`src/verilog/card_irq_pkg.sv`:
```
// Package for the card host interrupt flag block: offsets, bit positions, reset values.
// Assumes a 32-bit Avalon-MM register bus with byte addresses.
package card_irq_pkg;
  localparam int          NUM_SRC        = 6;
  localparam int          ADDR_W         = 6;
  localparam logic [5:0]  OFS_STATUS     = 6'h10;
  localparam logic [5:0]  OFS_CLEAR      = 6'h14;
  localparam logic [5:0]  OFS_EN_SET     = 6'h18;
  localparam logic [5:0]  OFS_DIS        = 6'h1c;
  localparam logic [5:0]  OFS_MASK       = 6'h20;
  localparam logic [5:0]  OFS_REVISION   = 6'h24;
  localparam int          BIT_PROT_END   = 0;
  localparam int          BIT_DATA_REQ   = 1;
  localparam int          BIT_CARD_INT   = 2;
  localparam int          BIT_CRC_ERR    = 3;
  localparam int          BIT_TIMEOUT    = 4;
  localparam int          BIT_CARD_CHG   = 5;
  // Flags that software may clear; the data request bit is self clearing
  localparam logic [5:0]  CLEARABLE_MASK = 6'h3d;
  localparam logic [5:0]  STATUS_RESET   = 6'h00;
  localparam logic [5:0]  MASK_RESET     = 6'h00;
  // Arbitrary neutral revision values
  localparam logic [11:0] REV_NUMBER     = 12'h001;
  localparam logic [3:0]  REV_VARIANT    = 4'h0;
  localparam int          REV_VAR_POS    = 16;
endpackage : card_irq_pkg

```
`src/verilog/card_host_irq_flags.sv`:
```
// Interrupt flags, mask and revision register of a storage card host interface.
// Assumes event pulses from the protocol engine on clk_sys and an Avalon-MM master.
//
// Decided for this implementation: register access over Avalon-MM.
`timescale 1ns/10ps
module card_host_irq_flags
  import card_irq_pkg::*;
(
  // Clock and reset
  input  wire logic        clk_sys,
  input  wire logic        reset,
  // Avalon-MM slave
  input  wire logic [5:0]  avs_address,
  input  wire logic        avs_read,
  input  wire logic        avs_write,
  input  wire logic [31:0] avs_writedata,
  input  wire logic [3:0]  avs_byteenable,
  output logic [31:0]      avs_readdata,
  output logic             avs_waitrequest,
  // Protocol events
  input  wire logic        card_change_evt,
  input  wire logic        timeout_evt,
  input  wire logic        crc_error_evt,
  input  wire logic        card_irq_evt,
  input  wire logic        data_access_need,
  input  wire logic        protocol_ok_evt,
  // Interrupt
  output logic             irq
);
  typedef enum logic [1:0] {
    BUS_IDLE = 2'b01,
    BUS_ACK  = 2'b10
  } bus_state_type;

  bus_state_type   bus_state_r;
  bus_state_type   bus_state_nxt;
  logic [31:0]     rdata_r;
  logic [31:0]     rdata_nxt;
  logic [5:0]      set_vec;
  logic [5:0]      clr_vec;
  logic [5:0]      en_vec;
  logic [5:0]      dis_vec;
  logic [5:0]      flags;
  logic [5:0]      mask;
  logic            wr_take;
  logic            low_lane;

  // One wait cycle per access: request seen in IDLE, answered in ACK
  always_comb begin
    bus_state_nxt = bus_state_r;
    case (bus_state_r)
      BUS_IDLE: begin
        if (avs_read || avs_write) begin
          bus_state_nxt = BUS_ACK;
        end
      end
      BUS_ACK: begin
        bus_state_nxt = BUS_IDLE;
      end
      default: begin
        bus_state_nxt = BUS_IDLE;
      end
    endcase
  end

  assign avs_waitrequest = (avs_read || avs_write) && (bus_state_r != BUS_ACK);
  assign wr_take         = avs_write && (bus_state_r == BUS_ACK);
  assign low_lane        = avs_byteenable[0];

  // Write strobes decoded on the accepting edge only
  always_comb begin
    clr_vec = 6'h00;
    en_vec  = 6'h00;
    dis_vec = 6'h00;
    if (wr_take && low_lane && avs_address == OFS_CLEAR) begin
      clr_vec = avs_writedata[5:0] & CLEARABLE_MASK;
    end else if (wr_take && low_lane && avs_address == OFS_EN_SET) begin
      en_vec = avs_writedata[5:0];
    end else if (wr_take && low_lane && avs_address == OFS_DIS) begin
      dis_vec = avs_writedata[5:0];
    end
  end

  // Read mux; unmapped and write-only offsets read zero
  always_comb begin
    rdata_nxt = rdata_r;
    if (avs_read && bus_state_r == BUS_IDLE) begin
      if (avs_address == OFS_STATUS) begin
        rdata_nxt = {26'h0000000, flags};
      end else if (avs_address == OFS_MASK) begin
        rdata_nxt = {26'h0000000, mask};
      end else if (avs_address == OFS_REVISION) begin
        rdata_nxt = {12'h000, REV_VARIANT, 4'h0, REV_NUMBER};
      end else begin
        rdata_nxt = 32'h00000000;
      end
    end
  end

  always_ff @(posedge clk_sys) begin
    if (reset) begin
      bus_state_r <= BUS_IDLE;
      rdata_r     <= 32'h00000000;
    end else begin
      bus_state_r <= bus_state_nxt;
      rdata_r     <= rdata_nxt;
    end
  end

  assign avs_readdata = rdata_r;

  assign set_vec[BIT_CARD_CHG] = card_change_evt;
  assign set_vec[BIT_TIMEOUT]  = timeout_evt;
  assign set_vec[BIT_CRC_ERR]  = crc_error_evt;
  assign set_vec[BIT_CARD_INT] = card_irq_evt;
  assign set_vec[BIT_DATA_REQ] = data_access_need;
  assign set_vec[BIT_PROT_END] = protocol_ok_evt;

  genvar g;
  generate
    for (g = 0; g < NUM_SRC; g++) begin : g_src
      // Set wins over clear inside the cell
      flag_cell #(
        .STICKY (g != BIT_DATA_REQ)
      ) u_flag (
        .clk_sys  (clk_sys),
        .reset    (reset),
        .set_in   (set_vec[g]),
        .clr_in   (clr_vec[g]),
        .flag_out (flags[g])
      );
      mask_cell u_mask (
        .clk_sys  (clk_sys),
        .reset    (reset),
        .en_in    (en_vec[g]),
        .dis_in   (dis_vec[g]),
        .mask_out (mask[g])
      );
    end
  endgenerate

  assign irq = |(flags & mask);

  // Interrupt output and flag behaviour
  irq_level_a: assert property (@(posedge clk_sys) disable iff (reset)
    irq == |(flags & mask))
    else $error("irq not tied to flags and mask");

  clear_works_a: assert property (@(posedge clk_sys) disable iff (reset)
    (clr_vec[BIT_TIMEOUT] && !timeout_evt)
    |=> !flags[BIT_TIMEOUT])
    else $error("timeout flag not cleared");

  drq_noclear_a: assert property (@(posedge clk_sys) disable iff (reset)
    clr_vec[BIT_DATA_REQ] == 1'b0)
    else $error("data request got a clear");

  sticky_hold_a: assert property (@(posedge clk_sys) disable iff (reset)
    (flags[BIT_CARD_CHG] && !clr_vec[BIT_CARD_CHG])
    |=> flags[BIT_CARD_CHG])
    else $error("card change flag dropped");

  drq_follow_a: assert property (@(posedge clk_sys) disable iff (reset)
    flags[BIT_DATA_REQ] == $past(data_access_need))
    else $error("data request not following need");

  drq_self_a: assert property (@(posedge clk_sys) disable iff (reset)
    !data_access_need
    |=> !flags[BIT_DATA_REQ])
    else $error("data request stayed without need");

  event_wins_a: assert property (@(posedge clk_sys) disable iff (reset)
    (protocol_ok_evt && clr_vec[BIT_PROT_END])
    |=> flags[BIT_PROT_END])
    else $error("event lost on clear");

  // Mask bits
  mask_set_a: assert property (@(posedge clk_sys) disable iff (reset)
    en_vec[BIT_CRC_ERR]
    |=> mask[BIT_CRC_ERR])
    else $error("mask not set");

  mask_clear_a: assert property (@(posedge clk_sys) disable iff (reset)
    dis_vec[BIT_CARD_INT]
    |=> !mask[BIT_CARD_INT])
    else $error("mask not cleared");

  // Per-source flag and mask properties
  genvar c;
  generate
    for (c = 0; c < NUM_SRC; c++) begin : g_chk
      flag_set_a: assert property (@(posedge clk_sys) disable iff (reset)
        set_vec[c]
        |=> flags[c])
        else $error("flag not set by its event");

      flag_quiet_a: assert property (@(posedge clk_sys) disable iff (reset)
        (!flags[c] && !set_vec[c])
        |=> !flags[c])
        else $error("flag rose without an event");

      flag_clear_a: assert property (@(posedge clk_sys) disable iff (reset)
        (clr_vec[c] && !set_vec[c])
        |=> !flags[c])
        else $error("flag not cleared by software");

      mask_on_a: assert property (@(posedge clk_sys) disable iff (reset)
        en_vec[c]
        |=> mask[c])
        else $error("mask bit not enabled");

      mask_off_a: assert property (@(posedge clk_sys) disable iff (reset)
        dis_vec[c]
        |=> !mask[c])
        else $error("mask bit not disabled");

      mask_hold_a: assert property (@(posedge clk_sys) disable iff (reset)
        (!en_vec[c] && !dis_vec[c])
        |=> mask[c] == $past(mask[c]))
        else $error("mask bit changed without a write");

      if (c != BIT_DATA_REQ) begin : g_sticky
        flag_hold_a: assert property (@(posedge clk_sys) disable iff (reset)
          (flags[c] && !clr_vec[c])
          |=> flags[c])
          else $error("sticky flag dropped without clear");
      end
    end
  endgenerate

  // Register bus answers
  status_read_a: assert property (@(posedge clk_sys) disable iff (reset)
    (avs_read && !avs_waitrequest && $past(avs_address == OFS_STATUS && avs_read))
    |-> avs_readdata == {26'h0000000, $past(flags)})
    else $error("status read does not match the flags");

  mask_read_a: assert property (@(posedge clk_sys) disable iff (reset)
    (avs_read && !avs_waitrequest && $past(avs_address == OFS_MASK && avs_read))
    |-> avs_readdata == {26'h0000000, $past(mask)})
    else $error("mask read does not match the mask");

  rev_read_a: assert property (@(posedge clk_sys) disable iff (reset)
    (avs_read && !avs_waitrequest && $past(avs_address == OFS_REVISION && avs_read))
    |-> avs_readdata == {12'h000, REV_VARIANT, 4'h0, REV_NUMBER})
    else $error("revision read wrong");

  wo_read_a: assert property (@(posedge clk_sys) disable iff (reset)
    (avs_read && !avs_waitrequest
      && $past(avs_read && (avs_address == OFS_CLEAR || avs_address == OFS_EN_SET
      || avs_address == OFS_DIS)))
    |-> avs_readdata == 32'h00000000)
    else $error("write-only register read not zero");

  ro_write_a: assert property (@(posedge clk_sys) disable iff (reset)
    (avs_write && (avs_address == OFS_STATUS || avs_address == OFS_MASK
      || avs_address == OFS_REVISION))
    |-> (clr_vec == 6'h00 && en_vec == 6'h00 && dis_vec == 6'h00))
    else $error("read-only register took a write");

  strobe_ack_a: assert property (@(posedge clk_sys) disable iff (reset)
    ((|clr_vec) || (|en_vec) || (|dis_vec))
    |-> (avs_write && !avs_waitrequest && low_lane))
    else $error("register changed outside an accepted write");

  lane_gate_a: assert property (@(posedge clk_sys) disable iff (reset)
    (avs_write && !low_lane)
    |-> (clr_vec == 6'h00 && en_vec == 6'h00 && dis_vec == 6'h00))
    else $error("write acted with low byte lane off");

  rdata_hold_a: assert property (@(posedge clk_sys) disable iff (reset)
    !(avs_read && bus_state_r == BUS_IDLE)
    |=> $stable(avs_readdata))
    else $error("read data moved without a read");

  wait_one_a: assert property (@(posedge clk_sys) disable iff (reset)
    ($rose(avs_read) && bus_state_r == BUS_IDLE)
    |=> !avs_waitrequest)
    else $error("read not answered in one wait cycle");

  wait_bound_a: assert property (@(posedge clk_sys) disable iff (reset)
    avs_waitrequest
    |=> !avs_waitrequest)
    else $error("more than one wait cycle");

  idle_nowait_a: assert property (@(posedge clk_sys) disable iff (reset)
    !(avs_read || avs_write)
    |-> !avs_waitrequest)
    else $error("waitrequest without a request");

  // Main scenarios
  cov_irq_c: cover property (@(posedge clk_sys) disable iff (reset) $rose(irq));
  cov_clash_c: cover property (@(posedge clk_sys) disable iff (reset)
    card_change_evt && clr_vec[BIT_CARD_CHG]);
  cov_drq_c: cover property (@(posedge clk_sys) disable iff (reset) $fell(flags[BIT_DATA_REQ]));
  cov_lane_c: cover property (@(posedge clk_sys) disable iff (reset)
    avs_write && !avs_waitrequest && !low_lane);
  cov_mask_rd_c: cover property (@(posedge clk_sys) disable iff (reset)
    avs_read && !avs_waitrequest && mask != 6'h00);
endmodule : card_host_irq_flags

```
`src/verilog/flag_cell.sv`:
```
// One sticky or level-following status flag.
// Assumes set and clear are single-cycle requests in the clk_sys domain.
`timescale 1ns/10ps
module flag_cell
  import card_irq_pkg::*;
#(
  parameter bit STICKY = 1'b1
) (
  // Clock and reset
  input  wire logic clk_sys,
  input  wire logic reset,
  // Control
  input  wire logic set_in,
  input  wire logic clr_in,
  // State
  output logic      flag_out
);
  logic flag_r;
  logic flag_nxt;

  always_comb begin
    if (!STICKY) begin
      flag_nxt = set_in;
    end else if (set_in) begin
      flag_nxt = 1'b1;
    end else if (clr_in) begin
      flag_nxt = 1'b0;
    end else begin
      flag_nxt = flag_r;
    end
  end

  always_ff @(posedge clk_sys) begin
    if (reset) begin
      flag_r <= 1'b0;
    end else begin
      flag_r <= flag_nxt;
    end
  end

  assign flag_out = flag_r;

  set_wins_a: assert property (@(posedge clk_sys) disable iff (reset)
    set_in |=> flag_r) else $error("flag lost on set");
endmodule : flag_cell

```
`src/verilog/mask_cell.sv`:
```
// One interrupt mask bit with separate set and clear strobes.
// Assumes strobes come from bus writes in the clk_sys domain.
`timescale 1ns/10ps
module mask_cell
  import card_irq_pkg::*;
(
  // Clock and reset
  input  wire logic clk_sys,
  input  wire logic reset,
  // Control
  input  wire logic en_in,
  input  wire logic dis_in,
  // State
  output logic      mask_out
);
  logic mask_r;
  logic mask_nxt;

  // Both strobes cannot meet: they come from different addresses
  always_comb begin
    if (en_in) begin
      mask_nxt = 1'b1;
    end else if (dis_in) begin
      mask_nxt = 1'b0;
    end else begin
      mask_nxt = mask_r;
    end
  end

  always_ff @(posedge clk_sys) begin
    if (reset) begin
      mask_r <= 1'b0;
    end else begin
      mask_r <= mask_nxt;
    end
  end

  assign mask_out = mask_r;
endmodule : mask_cell

```
`config.mk`:
```
export PLATFORM = sky130hd
export DESIGN_NAME = card_host_irq_flags
export DESIGN_NICKNAME = d
export VERILOG_FILES = /design/src/verilog/card_irq_pkg.sv /design/src/verilog/card_host_irq_flags.sv /design/src/verilog/flag_cell.sv /design/src/verilog/mask_cell.sv
export SDC_FILE = /design/constraint.sdc
export NUM_CORES = 1
export LEC_CHECK = 0
export ABC_CLOCK_PERIOD_IN_PS = 2300
export BUFFER_PORTS_ARGS = -buffer_cell sky130_fd_sc_hd__buf_4
export CAP_MARGIN = 20
export CORE_ASPECT_RATIO = 1.2
export CORE_MARGIN = 8
export CORE_UTILIZATION = 43
export CTS_CLUSTER_DIAMETER = 40
export DETAILED_ROUTE_END_ITERATION = 8
export GPL_ROUTABILITY_DRIVEN = 0
export HOLD_SLACK_MARGIN = 0.03
export PLACE_DENSITY = 0.91
export SLEW_MARGIN = 0
export SYNTH_ARGS = -nofsm -noshare
export SYNTH_HDL_FRONTEND = slang
export SYNTH_SLANG_ARGS = --single-unit
```
`constraint.sdc`:
```
create_clock -name clk_sys -period 2.3 [get_ports clk_sys]
set_input_delay 0 -clock clk_sys [delete_from_list [all_inputs] [get_ports clk_sys]]
set_output_delay 0 -clock clk_sys [all_outputs]
set_load 0.005 [all_outputs]
```
==> results of run 1 <==
## worst min path at each step
stage	startpoint	end	slack [ns]
floorplan	avs_writedata[0]	g_src[0].u_flag.flag_out	0.12
global placement	avs_writedata[4]	g_src[4].u_flag.flag_out	0.21
detailed placement	avs_writedata[0]	g_src[0].u_flag.flag_out	0.22
CTS	avs_address[1]	avs_readdata[1]	0.04
global route	avs_address[1]	avs_readdata[4]	0.06
finish	avs_address[1]	avs_readdata[1]	0.06
## power breakdown
group	switching, mW	total, mW	internal (mW)	leakage [nW]
Combinational	0.0669	0.147	0.0804	0.512
Clock	0.112	0.289	0.176	0.0279
Sequential	0.0129	0.379	0.366	0.165
## layout make-up
| cell class | count | area [sq um] | share of cell area |
|---|---|---|---|
| sequential | 20 | 400 | 0.264 |
| clock buffer | 3 | 22.5 | 0.0149 |
| inverter | 8 | 30.0 | 0.0198 |
| clock inverter | 1 | 30.0 | 0.0198 |
| multi-input combinational | 94 | 594 | 0.393 |
| tap | 33 | 41.3 | 0.0273 |
| timing repair buffer | 47 | 395 | 0.261 |
## logic make-up after synthesis
family | after synthesis | share of synthesized area
simple gates | 46 | 0.246
buf+inv | 42 | 0.227
flops | 20 | 0.343
compound gates | 16 | 0.129
mux | 6 | 0.0515
other cells | 1 | 0.00322
## what timing repair did
| action | CTS | global route |
|---|---|---|
| hold endpoints to repair | 18 | 0 |
| hold buffers | 17 | 0 |
| setup endpoints to repair | 0 | 0 |
## registers in the layout, summed over array words and instances, names as in the netlist
name                   cells
avs_readdata               6
g_src.u_flag.flag_out      6
g_src.u_mask.mask_out      6
bus_state_r                2
## worst reg2reg max path: cells and delay by family (launching register included)
kind | cells | cell delay [ns]
DFF | 1 | 0.35
and+or+nand+nor | 2 | 0.72
AOI/OAI and AO/OA | 1 | 0.09
buffers and inverters | 1 | 0.57
## per-layer routing
| layer | vias up | GRT usage |
|---|---|---|
| met5 | - | 0 |
| met4 | 0 | 0.0819 |
| met3 | 4 | 0.0323 |
| met2 | 31 | 0.196 |
| met1 | 427 | 0.119 |
| li1 | 492 | - |
## cell usage after synthesis
library cell / n
buf_4: 26
o211ai_1: 1
mux2i_1: 6
nor2_1: 13
and4b_1: 1
buf_6: 1
conb_1: 1
a22oi_1: 3
nand2b_1: 7
a311oi_2: 3
buf_1: 1
buf_2: 2
nand3_1: 12
nand4_1: 6
inv_1: 8
or3_1: 1
nor2b_1: 1
a21oi_1: 1
a311oi_1: 8
dfxtp_1: 20
nor4b_4: 2
and4_4: 1
or2_2: 1
and3b_1: 1
clkbuf_1: 4
==> results.cfg, run 1 <==
[setup_path]
worstSetupStartpoint = avs_address[4]
slowest_delay_ns = 0.57
crit_required_ns = 2.51
crit_end = g_src[5].u_flag.flag_out
cpMaxStageDelayCell = nor4b_4
crit_cells = 6
endpoint_kind = flip-flop
rrSetupSlack_ns = 0.47
crit_fanout = 13
criticalPathCategory = in -> reg
cp_common_cell = dlygate4sd3_1
cp-start-kind = input pin
reg2reg_to = g_src[5].u_flag.flag_out
crit_family = buffers and inverters
arrival_ns = 2.25
rr_worst_depth = 4
r2r_start = bus_state_r[0]
worstPathCellList = dlygate4sd3_1 -> buf_4 -> nor4b_4 -> and4_4 -> a311oi_1 -> dlygate4sd3_1
cp_num_buf_inv = 3

[power_and_ir_drop]
peakVddDrop_v = 0.000364
p_leak_nw = 0.705
power_mw = 0.815
powerDensity_mw_per_mm2 = 539

[synth]
synth_cell_types = 25
synth_warnings = 0
ys_ff_latch = 20
yosys.area.top_type = dfxtp_1
netlist_area_sq_mm = 0.00117
synth_area_leaders = dfxtp_1 (34%), buf_4 (17%), a311oi_1 (6.0%)
seq_area_frac_synth = 0.343
synth.avg_cell_area_sq_um = 8.90
synth.top_cell.area_share = 0.343
synthCells = 131

[route]
vias = 954
routed.top_layer = met4
drtPass1Iterations = 4
finalWirelength_mm = 2.62
dr.first_iter.drc_count = 8
ant_nets = 0
routed-wl-met2_mm = 1.35
drt-wirelength-per-cell_um = 12.7
drc = 0
viasPerCell = 4.63
wl_met1_mm = 1.00
routed-wl-met3_um = 181

[layout]
post-route-util = 0.593
drive_gt1_frac = 0.237
stdcell_count = 206
layout_commonest_cell = buf_4
final_cell_area_sq_mm = 0.00151
area_growth_pct = 29.8
final_nets = 226
final_cell_mix = buf_4 (30), conb_1 (26), dfxtp_1 (20)
antenna_cells = 0
nFillCells = 221

[cts]
cts_resized = 0
cts_setup_buffers = 0
clk-insertion-delay-late_ns = 0.31
root_buffer = clkbuf_4
numClockSinks = 20
cts.clk_slew.worst_paths_ns = 0.12
cts-htree-levels = 1
cts_tree = done
cts.path.max_buffers = 2
numCtsBuffers = 3

[hold_path]
hp-class = in -> reg
hold_depth = 4

[timing]
fin_crit_sh = 0.888
worst_pin_slew_ns = 0.684
finalSetupViolations = 0
grt_setup_unrepaired = false
clock-skew-final_ns = 0.00901
post-route-min-period_ns = 2.04
slew_headroom = 0.542
maxSlewViolCount = 0
hold_violations = 0
tns_ns = 0
hold_ws_ns = 0.0576
worst_slack_ns = 0.259
clock.fmax_mhz = 490

[placed_design]
dp_cells = 185
io_buffers = 30
post-dp-hpwl_mm = 2.01
postPlaceCellArea_sq_mm = 0.00129
place_ws_ns = 0.914

[job]
maxCapViolations = 0

[grt]
grt_max_degree = 21
antenna_found_initial = 0
overflow = 0
grt_pass1_wl_mm = 4.40
grt_pass1_vias = 1010
track_usage = 0.115

[die]
die-area_sq_mm = 0.00464
dieWidth_um = 63.5
core_sq_mm = 0.00255
rows = 20
die_h_um = 73.0
start_util = 0.457
num_io_pins = 86

[status]
status = complete, no violations
(Power assumes the default switching activity.)
==> run 2, diff against run 1 <==
--- a/config.mk
+++ b/config.mk
@@ -10,7 +10,7 @@
 export CAP_MARGIN = 20
 export CORE_ASPECT_RATIO = 1.2
 export CORE_MARGIN = 8
-export CORE_UTILIZATION = 43
+export CORE_UTILIZATION = 45
 export CTS_CLUSTER_DIAMETER = 40
 export DETAILED_ROUTE_END_ITERATION = 8
 export GPL_ROUTABILITY_DRIVEN = 0
@@ -19,4 +19,5 @@
 export SLEW_MARGIN = 0
 export SYNTH_ARGS = -nofsm -noshare
 export SYNTH_HDL_FRONTEND = slang
+export SYNTH_HIERARCHICAL = 1
 export SYNTH_SLANG_ARGS = --single-unit
==> results.cfg, run 2 <==
[status]
status = complete, no violations

[cts]
numClockSinks = 20
cts.clk_slew.worst_paths_ns = 0.11
cts.path.max_buffers = 2
cts_setup_buffers = 0
cts_tree = done
root_buffer = clkbuf_4
numCtsBuffers = 3
cts-htree-levels = 1
clk-insertion-delay-late_ns = 0.31

[route]
drc = 0
drtPass1Iterations = 4
finalWirelength_mm = 2.77
vias = 1039
ant_nets = 0
dr.first_iter.drc_count = 33
viasPerCell = 4.77
drt-wirelength-per-cell_um = 12.7

[power_and_ir_drop]
p_leak_nw = 0.684
peakVddDrop_v = 0.000223
powerDensity_mw_per_mm2 = 463
power_mw = 0.723

[die]
num_io_pins = 86
start_util = 0.468
die_h_um = 75.0
core_sq_mm = 0.00279
die-area_sq_mm = 0.00488
dieWidth_um = 65.1
rows = 21

[layout]
nFillCells = 256
final_cell_area_sq_mm = 0.00156
final_cell_mix = buf_4 (30), conb_1 (26), dfxtp_1 (20)
antenna_cells = 0
final_nets = 237
drive_gt1_frac = 0.299
area_growth_pct = 20.0
layout_commonest_cell = buf_4

[grt]
grt_max_degree = 20
antenna_found_initial = 0
track_usage = 0.115
grt_pass1_vias = 1016
grt_pass1_wl_mm = 4.42
overflow = 0

[synth]
synth_warnings = 6
synth.avg_cell_area_sq_um = 8.93
synthCells = 146
async_reset_ff_frac = 0
synth.top_cell.area_share = 0.307
netlist_area_sq_mm = 0.00130
seq_area_frac_synth = 0.307
yosys-top-cells-count = buf_4 (27), dfxtp_1 (20), and2_1 (17), inv_1 (14), nand2b_1 (12)
synth_cell_types = 27
ys_ff_latch = 20
ys.flop_type = dfxtp_1
synth_edf_count = 0
yosys.area.top_type = dfxtp_1
synth_area_leaders = dfxtp_1 (31%), buf_4 (16%), and2_1 (8.2%)
synthMostInstantiatedCell = buf_4

[timing]
post-route-min-period_ns = 1.48
grt_setup_unrepaired = false
hold_violations = 0
tns_ns = 0
finalSetupViolations = 0
clock-skew-final_ns = 0.00334
clock.fmax_mhz = 678
fin_crit_sh = 0.642
worst_slack_ns = 0.825
maxSlewViolCount = 0

[setup_path]
criticalPathCategory = in -> reg
arrival_ns = 1.67
cp-start-kind = input pin
crit_required_ns = 2.50
crit_fanout = 6
endpoint_kind = flip-flop

[hold_path]
hp-class = in -> reg

[placed_design]
place_ws_ns = 0.872
post-dp-hpwl_mm = 2.20
postPlaceCellArea_sq_mm = 0.00146
io_buffers = 30

[job]
maxCapViolations = 0
[run 2: area by class of cell]
class	count	area (sq um)	share of cell area
Inverter	15	56.3	0.0360
Clock buffer	4	36.3	0.0232
Tap cell	34	42.5	0.0272
Timing Repair Buffer	37	295	0.189
Sequential cell	20	400	0.256
Multi-Input combinational cell	108	733	0.469
[run 2: what timing repair did]
item,in CTS,in global routing
hold buffers,7,0
endpoints found under the hold margin,7,0
gates resized for setup,0,0
[run 2: critical path: stages]
cell	delay, ns
dlygate4sd3_1	0.53
buf_4	0.15
nand2b_2	0.24
nor4_4	0.40
and2_1	0.17
nand2b_1	0.12
a21oi_2	0.06
[run 2: logic make-up (layout without fill, tap and decap cells)]
logic type	count (synthesis)	in the layout	share of synthesized area
compound gates	22	22	0.142
buf+inv	43	56	0.202
flops	20	20	0.307
other cells	1	26	0.00288
simple gates	60	60	0.345
[run 2: report_power, final]
group          leakage (nW)  switching [mW]  internal, mW
Combinational         0.499          0.0697        0.0693
Clock                0.0210           0.107        0.0968
Sequential            0.165          0.0143         0.366
Total                 0.684           0.191         0.532
[run 2: worst paths after layout]
kind / slack, ns / endpoint / start / cells past startpoint
min reg2reg: 0.50 / avs_readdata[5] / avs_readdata[5] / 2
max: 0.82 / g_src[5].u_mask/mask_out / avs_address[5] / 7
max reg2reg: 0.88 / g_src[5].u_mask/mask_out / bus_state_r[1] / 5
min: 0.03 / g_src[0].u_flag/flag_out / reset / 2
[run 2: per-stage QoR]
stage	std cells	hold WS (ns)	util
6_report	218	0.0303	0.562
5_1_grt	218	0.0420	0.562
4_1_cts	218	0.0316	0.562
3_5_place_dp	207	0.221	0.523
3_3_place_gp	207	0.220	0.523
2_1_floorplan	171	0.0624	-
[run 2: routing by layer]
metal | global-route usage | part of all wire | up-vias
li1 | - | - | 518
met3 | 0.0402 | 0.099 | 5
met1 | 0.111 | 0.37 | 472
met4 | 0.0752 | 0.023 | 0
met2 | 0.207 | 0.51 | 44
met5 | 0 | 0 | -
